$ cat src/atwr_cfg.svh
`ifndef ATWR_CFG_SVH
`define ATWR_CFG_SVH

// Result word width
`define ATWR_DATA_W 18
// Core clock rate in Hz
`define ATWR_CLK_HZ 25000000
// System clock rate in Hz (second variant runs at 2252800)
`define ATWR_OSC_HZ 2457600
// Output rate in milli-samples per second (second variant 13750)
`define ATWR_RATE_MSPS 120000
// Calibration time in microseconds
`define ATWR_CAL_TIME_US 200000
// Serial clock high time that enters sleep, in ns
`define ATWR_SLEEP_TIME_NS 100000
// Least high time, rounded up to core cycles
`define ATWR_SLEEP_CYC ((`ATWR_SLEEP_TIME_NS * (`ATWR_CLK_HZ / 1000000) + 999) / 1000)
// Silence on the external clock pin that means it is gone, in ns
`define ATWR_EXT_LOSS_NS 2000
// Longest silence, rounded down to core cycles
`define ATWR_EXT_LOSS_CYC (`ATWR_EXT_LOSS_NS * (`ATWR_CLK_HZ / 1000000) / 1000)
// Serial pulse numbers of a readout burst
`define ATWR_PULSE_W 5
`define ATWR_PULSE_IDLE 5'd0
`define ATWR_PULSE_FIRST 5'd1
`define ATWR_PULSE_LAST 5'd18
`define ATWR_PULSE_RELEASE 5'd25
`define ATWR_PULSE_CAL 5'd26
// Timer widths
`define ATWR_TICK_W 24
`define ATWR_HIGH_W 12
`define ATWR_LOSS_W 8
`define ATWR_ACC_W 25
// Two-entry buffer occupancy
`define ATWR_BUF_FULL 2'd2
`define ATWR_BUF_EMPTY 2'd0

`endif

$ cat src/atwr_pkg.sv
`include "atwr_cfg.svh"

package atwr_pkg;
	// One conversion result
	typedef logic [`ATWR_DATA_W-1:0] atwr_word_type;
	// Converter sequencing
	typedef enum logic [1:0] {ATWR_CAL, ATWR_CONV, ATWR_SLEEP} atwr_state_type;
endpackage

$ cat src/atwr_readout.sv
`timescale 1ns/1ps
`include "atwr_cfg.svh"

// Behaviour
// RULE_01: Low on ready/data line means new result
// RULE_02: Line changes only on serial clock falling edge; code also changes it at conversion end and on sleep entry
// RULE_03: External clock stops internal oscillator, drives timing
// RULE_04: Power-on reset runs self-calibration before results
// RULE_05: Host requests calibration with 26 clock pulses
// RULE_06: Single-cycle mode clears lowpass filter each conversion
// RULE_07: Continuous mode keeps lowpass filter state
// RULE_08: Fixed output rate per variant, not programmable
// RULE_09: Line idles high, low at conversion end
// RULE_10: Twenty-fifth pulse after 18 bits returns high
// RULE_11: All control only by serial clock phase timing
// RULE_12: Link outputs data only, accepts none
// RULE_13: Timing divided down from system clock
// RULE_14: Result shifted out MSB first, two's complement
// RULE_15: Unread result overwritten by newer conversion
// RULE_16: Clock held high sleeps; low wakes, converts
// RULE_17: Host waits for low, samples after update
module atwr_readout #(
	parameter int CONV_TICKS = int'(64'(`ATWR_OSC_HZ) * 64'd1000 / 64'(`ATWR_RATE_MSPS)),
	parameter int CAL_TICKS = int'(64'(`ATWR_OSC_HZ) * 64'(`ATWR_CAL_TIME_US) / 64'd1000000)
) (
	input wire logic clk,
	input wire logic srst,
	input wire logic ce,
	input wire logic sclkIn,
	input wire logic extClkIn,
	input wire logic singleCycle,
	input wire atwr_pkg::atwr_word_type sampleData,
	input wire logic sampleValid,
	output logic sampleReady,
	output logic rdyDout_q,
	output logic oscEnable_q,
	output logic filterClear_q,
	output logic calBusy_q,
	output logic sleeping_q
);
	import atwr_pkg::*;

	// Pulses 1..18 carry data bits
	function automatic logic isDataPulse(input logic [`ATWR_PULSE_W-1:0] n);
		isDataPulse = (n >= `ATWR_PULSE_FIRST) && (n <= `ATWR_PULSE_LAST);
	endfunction

	// Sequencer state
	atwr_state_type state_q;
	atwr_state_type state_d;
	// System clock ticks within current phase
	logic [`ATWR_TICK_W-1:0] tickCnt_q;
	logic [`ATWR_TICK_W-1:0] tickCnt_d;
	// Serial pulses seen since data became ready
	logic [`ATWR_PULSE_W-1:0] pulseCnt_q;
	logic [`ATWR_PULSE_W-1:0] pulseCnt_d;
	// Core cycles with serial clock held high
	logic [`ATWR_HIGH_W-1:0] highCnt_q;
	logic [`ATWR_HIGH_W-1:0] highCnt_d;
	// Latest result and the copy being shifted
	atwr_word_type result_q;
	atwr_word_type result_d;
	atwr_word_type shift_q;
	atwr_word_type shift_d;
	// A readout window is open
	logic avail_q;
	logic avail_d;
	logic rdyDout_d;
	logic sclkPrev_q;
	// Decoded events
	logic sclkRise;
	logic sclkFall;
	logic sysTick;
	logic extActive;
	logic convDone;
	logic calDone;
	logic popWord;
	logic calKick;
	logic sleepEnter;
	logic wake;
	logic phaseChange;
	// Falling edge of a data pulse inside an open window
	logic dataFall;
	// Buffer drain side
	atwr_word_type bufOutData;
	logic bufOutValid;

	// System clock source: internal divider or external pin
	atwr_sys_tick u_tick (
		.clk(clk),
		.srst(srst),
		.ce(ce),
		.extClkIn(extClkIn),
		.sysTick(sysTick),
		.extActive(extActive)
	);

	// Filter words wait here; drained once per conversion end
	atwr_pair_buf u_buf (
		.clk(clk),
		.srst(srst),
		.ce(ce),
		.inData(sampleData),
		.inValid(sampleValid),
		.inReady(sampleReady),
		.outData(bufOutData),
		.outValid(bufOutValid),
		.outReady(convDone)
	);

	// Serial clock is the only input of the link
	assign sclkRise = sclkIn & ~sclkPrev_q; // RULE_12
	assign sclkFall = ~sclkIn & sclkPrev_q; // RULE_02

	// Conversion period fixed by the tick count; a calibration or sleep
	// request in the same cycle wins, so no result lands mid-change
	assign convDone = (state_q == ATWR_CONV) && sysTick && !calKick && !sleepEnter
		&& (tickCnt_q == `ATWR_TICK_W'(CONV_TICKS - 1)); // RULE_08
	assign calDone = (state_q == ATWR_CAL) && sysTick
		&& (tickCnt_q == `ATWR_TICK_W'(CAL_TICKS - 1));
	// Empty buffer at conversion end yields no new result
	assign popWord = convDone & bufOutValid;
	// Falling edge of pulse 26 starts calibration
	assign calKick = sclkFall && (pulseCnt_q == `ATWR_PULSE_CAL)
		&& (state_q == ATWR_CONV); // RULE_05 RULE_11
	// Long high phase after data ready means sleep
	assign sleepEnter = (state_q == ATWR_CONV) && avail_q && sclkIn
		&& (highCnt_q == `ATWR_HIGH_W'(`ATWR_SLEEP_CYC - 1)); // RULE_16 RULE_11
	assign wake = (state_q == ATWR_SLEEP) && !sclkIn; // RULE_16
	// Window gate keeps the wake-up fall from shifting a stale bit out
	assign dataFall = sclkFall && avail_q && isDataPulse(pulseCnt_q); // RULE_09

	// Phase sequencing
	assign state_d = calKick ? ATWR_CAL
		: calDone ? ATWR_CONV
		: sleepEnter ? ATWR_SLEEP
		: wake ? ATWR_CONV
		: state_q;
	assign phaseChange = (state_d != state_q);

	// Timer restarts on each phase and each finished conversion
	assign tickCnt_d = (phaseChange || convDone) ? '0
		: sysTick ? tickCnt_q + `ATWR_TICK_W'(1)
		: tickCnt_q; // RULE_13

	// Newer result replaces an unread one
	assign result_d = popWord ? bufOutData : result_q; // RULE_15

	// Pulse count saturates at the calibration pulse
	assign pulseCnt_d = (popWord || calKick || wake) ? `ATWR_PULSE_IDLE
		: (sclkRise && avail_q && (pulseCnt_q < `ATWR_PULSE_CAL))
			? pulseCnt_q + `ATWR_PULSE_W'(1)
		: pulseCnt_q;

	// Copy taken on the first rising edge, shifted on falling edges
	assign shift_d = (sclkRise && avail_q && (pulseCnt_q == `ATWR_PULSE_IDLE)) ? result_q
		: dataFall ? {shift_q[`ATWR_DATA_W-2:0], 1'b0}
		: shift_q; // RULE_14

	// Set wins: a new result reopens the window
	assign avail_d = popWord ? 1'b1
		: (calKick || sleepEnter) ? 1'b0
		: avail_q;

	// Count a held-high clock only while a result waits
	assign highCnt_d = (sclkIn && avail_q && (state_q == ATWR_CONV)
		&& (highCnt_q != `ATWR_HIGH_W'(`ATWR_SLEEP_CYC - 1)))
		? highCnt_q + `ATWR_HIGH_W'(1) : '0;

	// Ready/data line: low on result, bits on falls, high on release
	assign rdyDout_d = popWord ? 1'b0 // RULE_01 RULE_09
		: (sleepEnter || calKick) ? 1'b1 // RULE_16
		: dataFall ? shift_q[`ATWR_DATA_W-1] // RULE_02 RULE_14
		: (sclkFall && (pulseCnt_q == `ATWR_PULSE_RELEASE)) ? 1'b1 // RULE_10
		: rdyDout_q; // RULE_09

	// Sequencer and timers; reset enters calibration
	always_ff @(posedge clk)
	begin
		if (srst)
		begin
			state_q <= ATWR_CAL; // RULE_04
			tickCnt_q <= '0;
			pulseCnt_q <= `ATWR_PULSE_IDLE;
			highCnt_q <= '0;
			avail_q <= 1'b0;
		end
		else if (ce)
		begin
			state_q <= state_d;
			tickCnt_q <= tickCnt_d;
			pulseCnt_q <= pulseCnt_d;
			highCnt_q <= highCnt_d;
			avail_q <= avail_d;
		end
	end

	// Data path registers; no reset needed on the words
	always_ff @(posedge clk)
	begin
		if (ce)
		begin
			result_q <= result_d;
			shift_q <= shift_d;
		end
	end

	// Pin and status outputs, all registered
	always_ff @(posedge clk)
	begin
		if (srst)
		begin
			sclkPrev_q <= 1'b0;
			rdyDout_q <= 1'b1;
			oscEnable_q <= 1'b1;
			filterClear_q <= 1'b0;
			calBusy_q <= 1'b1;
			sleeping_q <= 1'b0;
		end
		else if (ce)
		begin
			sclkPrev_q <= sclkIn;
			rdyDout_q <= rdyDout_d;
			oscEnable_q <= !extActive; // RULE_03
			filterClear_q <= convDone & singleCycle; // RULE_06 RULE_07
			calBusy_q <= (state_d == ATWR_CAL);
			sleeping_q <= (state_d == ATWR_SLEEP);
		end
	end

	// Word a burst started with, held so the first-bit check can see it
	atwr_word_type burstWord_q;
	always_ff @(posedge clk)
	begin
		if (ce && sclkRise && avail_q && (pulseCnt_q == `ATWR_PULSE_IDLE))
			burstWord_q <= result_q;
	end
endmodule // atwr_readout

$ cat src/atwr_pair_buf.sv
`timescale 1ns/1ps
`include "atwr_cfg.svh"

module atwr_pair_buf (
	input wire logic clk,
	input wire logic srst,
	input wire logic ce,
	input wire atwr_pkg::atwr_word_type inData,
	input wire logic inValid,
	output logic inReady,
	output atwr_pkg::atwr_word_type outData,
	output logic outValid,
	input wire logic outReady
);
	import atwr_pkg::*;

	// Storage and pointers
	atwr_word_type slot_q [2];
	logic wrPtr_q;
	logic rdPtr_q;
	logic [1:0] cnt_q;
	logic [1:0] cnt_d;
	logic push;
	logic pop;

	assign push = inValid & inReady;
	assign pop = outValid & outReady;
	assign outValid = (cnt_q != `ATWR_BUF_EMPTY);
	assign outData = slot_q[rdPtr_q];
	assign cnt_d = cnt_q + {1'b0, push} - {1'b0, pop};

	// Each slot written only when the write pointer points at it
	for (genvar i = 0; i < 2; i++)
	begin : g_slot
		always_ff @(posedge clk)
		begin
			if (ce && push && (wrPtr_q == 1'(i)))
				slot_q[i] <= inData;
		end
	end

	// Ready is registered, so it reflects the count after this edge
	always_ff @(posedge clk)
	begin
		if (srst)
		begin
			wrPtr_q <= 1'b0;
			rdPtr_q <= 1'b0;
			cnt_q <= `ATWR_BUF_EMPTY;
			inReady <= 1'b0;
		end
		else if (ce)
		begin
			wrPtr_q <= wrPtr_q ^ push;
			rdPtr_q <= rdPtr_q ^ pop;
			cnt_q <= cnt_d;
			inReady <= (cnt_d != `ATWR_BUF_FULL);
		end
	end
endmodule // atwr_pair_buf

$ cat src/atwr_sys_tick.sv
`timescale 1ns/1ps
`include "atwr_cfg.svh"

module atwr_sys_tick (
	input wire logic clk,
	input wire logic srst,
	input wire logic ce,
	input wire logic extClkIn,
	output logic sysTick,
	output logic extActive
);
	// Previous external clock level
	logic extPrev_q;
	// Cycles since the last external edge
	logic [`ATWR_LOSS_W-1:0] lossCnt_q;
	// Fractional divider accumulator
	logic [`ATWR_ACC_W-1:0] acc_q;
	logic [`ATWR_ACC_W-1:0] accSum;
	logic accWrap;
	logic extRise;

	assign extRise = extClkIn & ~extPrev_q;
	// Core rate is not a multiple of the system rate, so accumulate
	assign accSum = acc_q + `ATWR_ACC_W'(`ATWR_OSC_HZ);
	assign accWrap = (accSum >= `ATWR_ACC_W'(`ATWR_CLK_HZ));

	// External edges take over and stop the internal divider
	always_ff @(posedge clk)
	begin
		if (srst)
		begin
			extPrev_q <= 1'b0;
			lossCnt_q <= '0;
			acc_q <= '0;
			sysTick <= 1'b0;
			extActive <= 1'b0;
		end
		else if (ce)
		begin
			extPrev_q <= extClkIn;
			lossCnt_q <= extRise ? '0 : lossCnt_q + `ATWR_LOSS_W'(!extActive ? 0 : 1);
			extActive <= extRise | (extActive & (lossCnt_q < `ATWR_LOSS_W'(`ATWR_EXT_LOSS_CYC)));
			acc_q <= extActive ? '0 : (accWrap ? accSum - `ATWR_ACC_W'(`ATWR_CLK_HZ) : accSum); // RULE_13
			sysTick <= extActive ? extRise : accWrap; // RULE_03
		end
	end
endmodule // atwr_sys_tick

$ cat config.mk
export PLATFORM = sky130hd
export DESIGN_NAME = atwr_readout
export DESIGN_NICKNAME = d
export VERILOG_FILES = /design/src/atwr_pkg.sv /design/src/atwr_readout.sv /design/src/atwr_pair_buf.sv /design/src/atwr_sys_tick.sv
export VERILOG_INCLUDE_DIRS = /design/src
export SDC_FILE = /design/constraint.sdc
export NUM_CORES = 1
export LEC_CHECK = 0
export BUFFER_PORTS_ARGS = -buffer_cell sky130_fd_sc_hd__buf_4
export CAP_MARGIN = 30
export CORE_MARGIN = 8
export CORE_UTILIZATION = 40
export DETAILED_ROUTE_END_ITERATION = 8
export SETUP_SLACK_MARGIN = 0.5
export SYNTH_ARGS = -nofsm -noshare
export SYNTH_HDL_FRONTEND = slang
export SYNTH_SLANG_ARGS = --single-unit
$ cat constraint.sdc
create_clock -name clk -period 3.55 [get_ports clk]
set_clock_uncertainty 0.1 [all_clocks]
set_input_delay 0.1775 -clock clk [delete_from_list [all_inputs] [get_ports clk]]
set_output_delay 0.1775 -clock clk [all_outputs]
set_load 0.01 [all_outputs]
==> results <==
- The run finished with clean final reports.
- In this run the worst path has a maximum fanout of 10.
- The endpoint required time on the critical path is 3770 ps.
- Before antenna repair, the detailed router went through 4 iterations.
- After Yosys synthesis, XOR and XNOR cells account for 6.46% of the synthesized area.
- The kind of start point of the critical path is a flip-flop.
- The number of global-route vias before repair came to 5295.
- After layout, the worst setup slack is 650 ps.
- The worst-case headroom to the max-slew limit is 39.1%.
- The power share of the sequential group is 48.8%.
- The global-route wire length before repair is 24.6 mm.
- After synthesis the cells add up to 7320 um^2.
- The signal on the critical path passes through inv_1 > ha_4 > or3b_2 > a21oi_1 > a31oi_2 > a21oi_2 > a21oi_4 > or2_4 > or4_1 > o311ai_1.
- The number of sinks driven by the clock tree is 157.
- The switching power as a share of total power is 25.7%.
- The final antenna-violating net count is 0.
- The count of pins over their slew limit was 0.
- The critical path is of the flip-flop to flip-flop type.
- Yosys mapped a number of flops with a built-in enable equal to 72.
- The arrival time at the worst endpoint is 3120 ps.
- The clock-pin slew reported for the worst setup and hold paths after clock tree synthesis is 70 ps.
- The main combinational cell family by area after synthesis is simple AND/OR/NAND/NOR gates.
- Combinational logic is responsible for 5.9% of the overall power.
- The average size of a mapped cell is 10.6 um^2.
- The initialized floorplan defines 49 standard-cell rows.
- The maximum single-stage delay on the critical path is 500 ps.
- The number of warnings printed during yosys synthesis is 0.
- The worst hold path belongs to the class input pin to flip-flop.
- The initial cell density of the core is 40.7%.
- The H-tree depth reported by CTS is 4.
- VDD sags by at most 349 uV.
- Sequential elements use 52.8% of the synthesized area.
- Of all flip-flops after synthesis, the portion carrying an async set or reset was 0%.
- The area growth from synthesis to layout is 19.5%.
- The leakage power total is 3.06 nW.
- The violation count after the first detailed-routing iteration is 390.
- Setup total negative slack on the finished layout was measured at 0 ps.
- After detailed routing, the average wire length per cell comes to 15.0 um.
- The post-layout total power is 4.01 mW.
- The insertion delay of the later-clocked pin in the worst-skew pair is 430 ps.
- The via density per instance is 5.45.
- The tool flagged a number of max-cap violations equal to 0.
- Among all flip-flop cells after synthesis, the most frequent one is dfxtp_1.
- The final period utilization is 81.7%.
- Power spread over the standard cell area amounts to 459 nW/um^2.
- No sink is reached through more buffers than the 2 on the longest clock path.
- The repair_antennas step left the layout with diodes totalling 0.
- The I/O pin count is 31.
- The congestion estimate from routability-driven global placement came to 0.894.
- The residual overflow from global routing is 0.
- The die is 151 um tall.
- The final route contains 5402 vias.
- Across every metal layer, demand over resource in global routing totals 13.3%.
- Setup violations remaining at the end of the flow were counted as 0.
- The slew at the pin closest to its max-slew limit is 912 ps.
- The hold violation total from the final report is 0.
- Summing the areas of all compound-gate instances in the mapped netlist gives 9.33% of the synthesized area.
- The slowest stage of the critical path belongs to the cell or4_1.
- The number of CTS-inserted buffers is 17.
- The maximum number of pins on one net before global-route repair is 46.
- The worst setup path is captured at a flip-flop.
- In the final layout, the share of cells above drive strength 1 is 19.6%.
- The number of nets in the layout is 788.
- The post-placement worst setup slack is 299 ps.
- The number of antenna violations at the first check in global routing was 0.
- When the netlist entered floorplanning its net count stood at 730.
- In this run, the clock network consumes 45.3% of the power.
- The tree is rooted in a clkbuf_16.
- The internal power of the cells is 2.98 mW.
- Counting every instance in the synthesized netlist gives 691.
- The CTS tree is done.
- The adder-cell share of the synthesized area is 2.39%.
- The die width is 151 um.
- In the synthesized netlist, mux cells make up 7.04% of the area.
- The number of distinct standard cells referenced by the synthesized netlist is 70.
- The final routed wirelength across all metal layers is 14.8 mm.
- Setup repair after global routing left no endpoint under its margin.
- In this run the tool buffered the top-level ports with 30 buffer cells.
- After legalization and detailed placement, the total HPWL measured 9.68 mm.
- The DRC violations left is 0.
- Summing the areas of all and, or, nand and nor instances in the mapped netlist gives 19.3% of the synthesized area.
- The number of synthesized register bits is 157.
- The power dissipated by switching net loads is 1.03 mW.
- The floorplan die area is 22900 um^2.
- Timing would allow up to 0.345 GHz.
- The routed design could run at a clock period as short as 2900 ps.
- The placeable core region is 18000 um^2.
-- worst paths after layout --
check	from	end	slack, ps	cells past startpoint
worst max register to register	u_tick.acc_q[15]	u_tick.acc_q[15]	650	10
worst max-delay path	u_tick.acc_q[15]	u_tick.acc_q[15]	650	10
worst min-delay path	ce	calBusy_q	50	3
worst min register to register	filterClear_q	filterClear_q	370	2
-- metal layers --
| metal | GRT usage [%] | routed length (um) | vias up |
|---|---|---|---|
| li1 | - | - | 2632 |
| met1 | 15.9 | 6550 | 2597 |
| met2 | 22.2 | 7260 | 143 |
| met3 | 3.20 | 713 | 30 |
| met4 | 6.09 | 324 | 0 |
| met5 | 0 | 0 | - |
-- what timing repair did --
action	CTS	global route
endpoints found under the setup margin	13	23
resized for setup	3	16
endpoints found under the hold margin	39	0
pin swaps	0	6
setup buffers	0	5
hold buffers	21	0
-- cell usage after synthesis, types with 5 or more instances --
library cell	instances	share of area, %
a211oi_1	8	0.82
a21oi_1	17	1.2
a31oi_1	9	0.77
and2_1	8	0.68
and3_1	9	0.77
buf_2	5	0.34
clkbuf_1	19	0.97
dfxtp_1	85	23
edfxtp_1	72	30
ha_1	14	2.4
inv_1	21	1.1
mux2_2	36	5.5
mux2i_1	11	1.5
nand2_1	48	2.5
nand3_1	34	2.3
nand4_1	18	1.5
nor2_1	85	4.4
nor2b_1	6	0.51
nor3_1	24	1.6
o211ai_1	6	0.62
o21ai_0	16	1.1
or2_2	5	0.43
or3_1	5	0.43
xnor2_1	18	2.2
xor2_1	36	4.3
-- worst max-delay path, delay by kind of cell (launching register included) --
kind / cells / cell delay (ps)
adder cells (fa/ha/maj): 1 / 200
flip-flops: 1 / 380
AO/OA/AOI/OAI: 5 / 740
buffers and inverters: 1 / 110
AND/OR/NAND/NOR: 3 / 1270
-- power by group through the flow --
| stage | Clock [mW] | Sequential (mW) | Combinational (mW) |
|---|---|---|---|
| detailed placement | 0 | 2.00 | 0.210 |
| finish | 1.82 | 1.96 | 0.237 |
| floorplan | 0 | 1.98 | 0.156 |
| global route | 1.93 | 1.96 | 0.262 |
| CTS | 1.85 | 1.96 | 0.230 |
| global placement | 0 | 2.00 | 0.206 |
-- cells in the final DEF, fill, tap and decap left out, types with 3 or more instances in the layout --
| cell | instances |
|---|---|
| xor2_1 | 36 |
| o31ai_1 | 3 |
| and3_1 | 9 |
| or4_1 | 4 |
| dlygate4sd3_1 | 21 |
| xnor2_1 | 18 |
| buf_4 | 46 |
| nand4_1 | 18 |
| mux2i_1 | 11 |
| nand3_1 | 33 |
| nand3b_1 | 3 |
| nor4_1 | 3 |
| nand2_1 | 47 |
| edfxtp_1 | 72 |
| a21oi_1 | 17 |
| o211ai_1 | 6 |
| clkinv_8 | 4 |
| a32oi_1 | 3 |
| nor2_1 | 85 |
| inv_1 | 21 |
| nand2b_1 | 3 |
| mux2_2 | 36 |
| clkbuf_16 | 17 |
| or2_2 | 5 |
| ha_1 | 13 |
| and4_1 | 3 |
| dfxtp_1 | 82 |
| inv_8 | 7 |
| a211oi_1 | 7 |
| o21ai_0 | 15 |
| nor3_1 | 24 |
| and2_1 | 8 |
| nor4b_1 | 3 |
| nor2b_1 | 6 |
| a31oi_1 | 9 |
| or3_1 | 4 |
-- registers in the layout, summed over array words and instances (netlist names), 5 cells and up --
register          count
result_q             18
u_tick.acc_q         19
pulseCnt_q            5
tickCnt_q            24
highCnt_q            12
u_tick.lossCnt_q      8
shift_q              18
u_buf.slot_q         36
-- cell families (layout without fill, tap and decap cells) --
kind of cell             Yosys count  in the layout
AO/OA/AOI/OAI                     93             93
XOR/XNOR                          54             54
adder cells (fa/ha/maj)           14             14
buffers and inverters             49            120
flip-flops                       157            157
multiplexers                      47             47
AND/OR/NAND/NOR                  277            277
-- area by class of cell --
| type | count | area (um^2) |
|---|---|---|
| multi-input cells | 485 | 3350 |
| repair buffers | 67 | 556 |
| inverters | 21 | 78.8 |
| well taps | 229 | 287 |
| clock buffers | 17 | 425 |
| fillers | 1612 | 9220 |
| clock inverters | 15 | 179 |
| flip-flops and latches | 157 | 3870 |
-- stage by stage --
| step | util [%] | hold slack, ps | area [um^2] | cells |
|---|---|---|---|---|
| 6_report | 48.7 | 46.4 | 8740 | 991 |
| 5_1_grt | 48.7 | 62.2 | 8740 | 991 |
| 4_1_cts | 48.0 | 42.3 | 8620 | 986 |
| 3_5_place_dp | 43.4 | 265 | 7790 | 933 |
| 3_3_place_gp | 43.4 | 262 | 7790 | 932 |
| 2_1_floorplan | - | 176 | 7320 | 691 |
No activity file was read; power rests on OpenSTA's default activity.
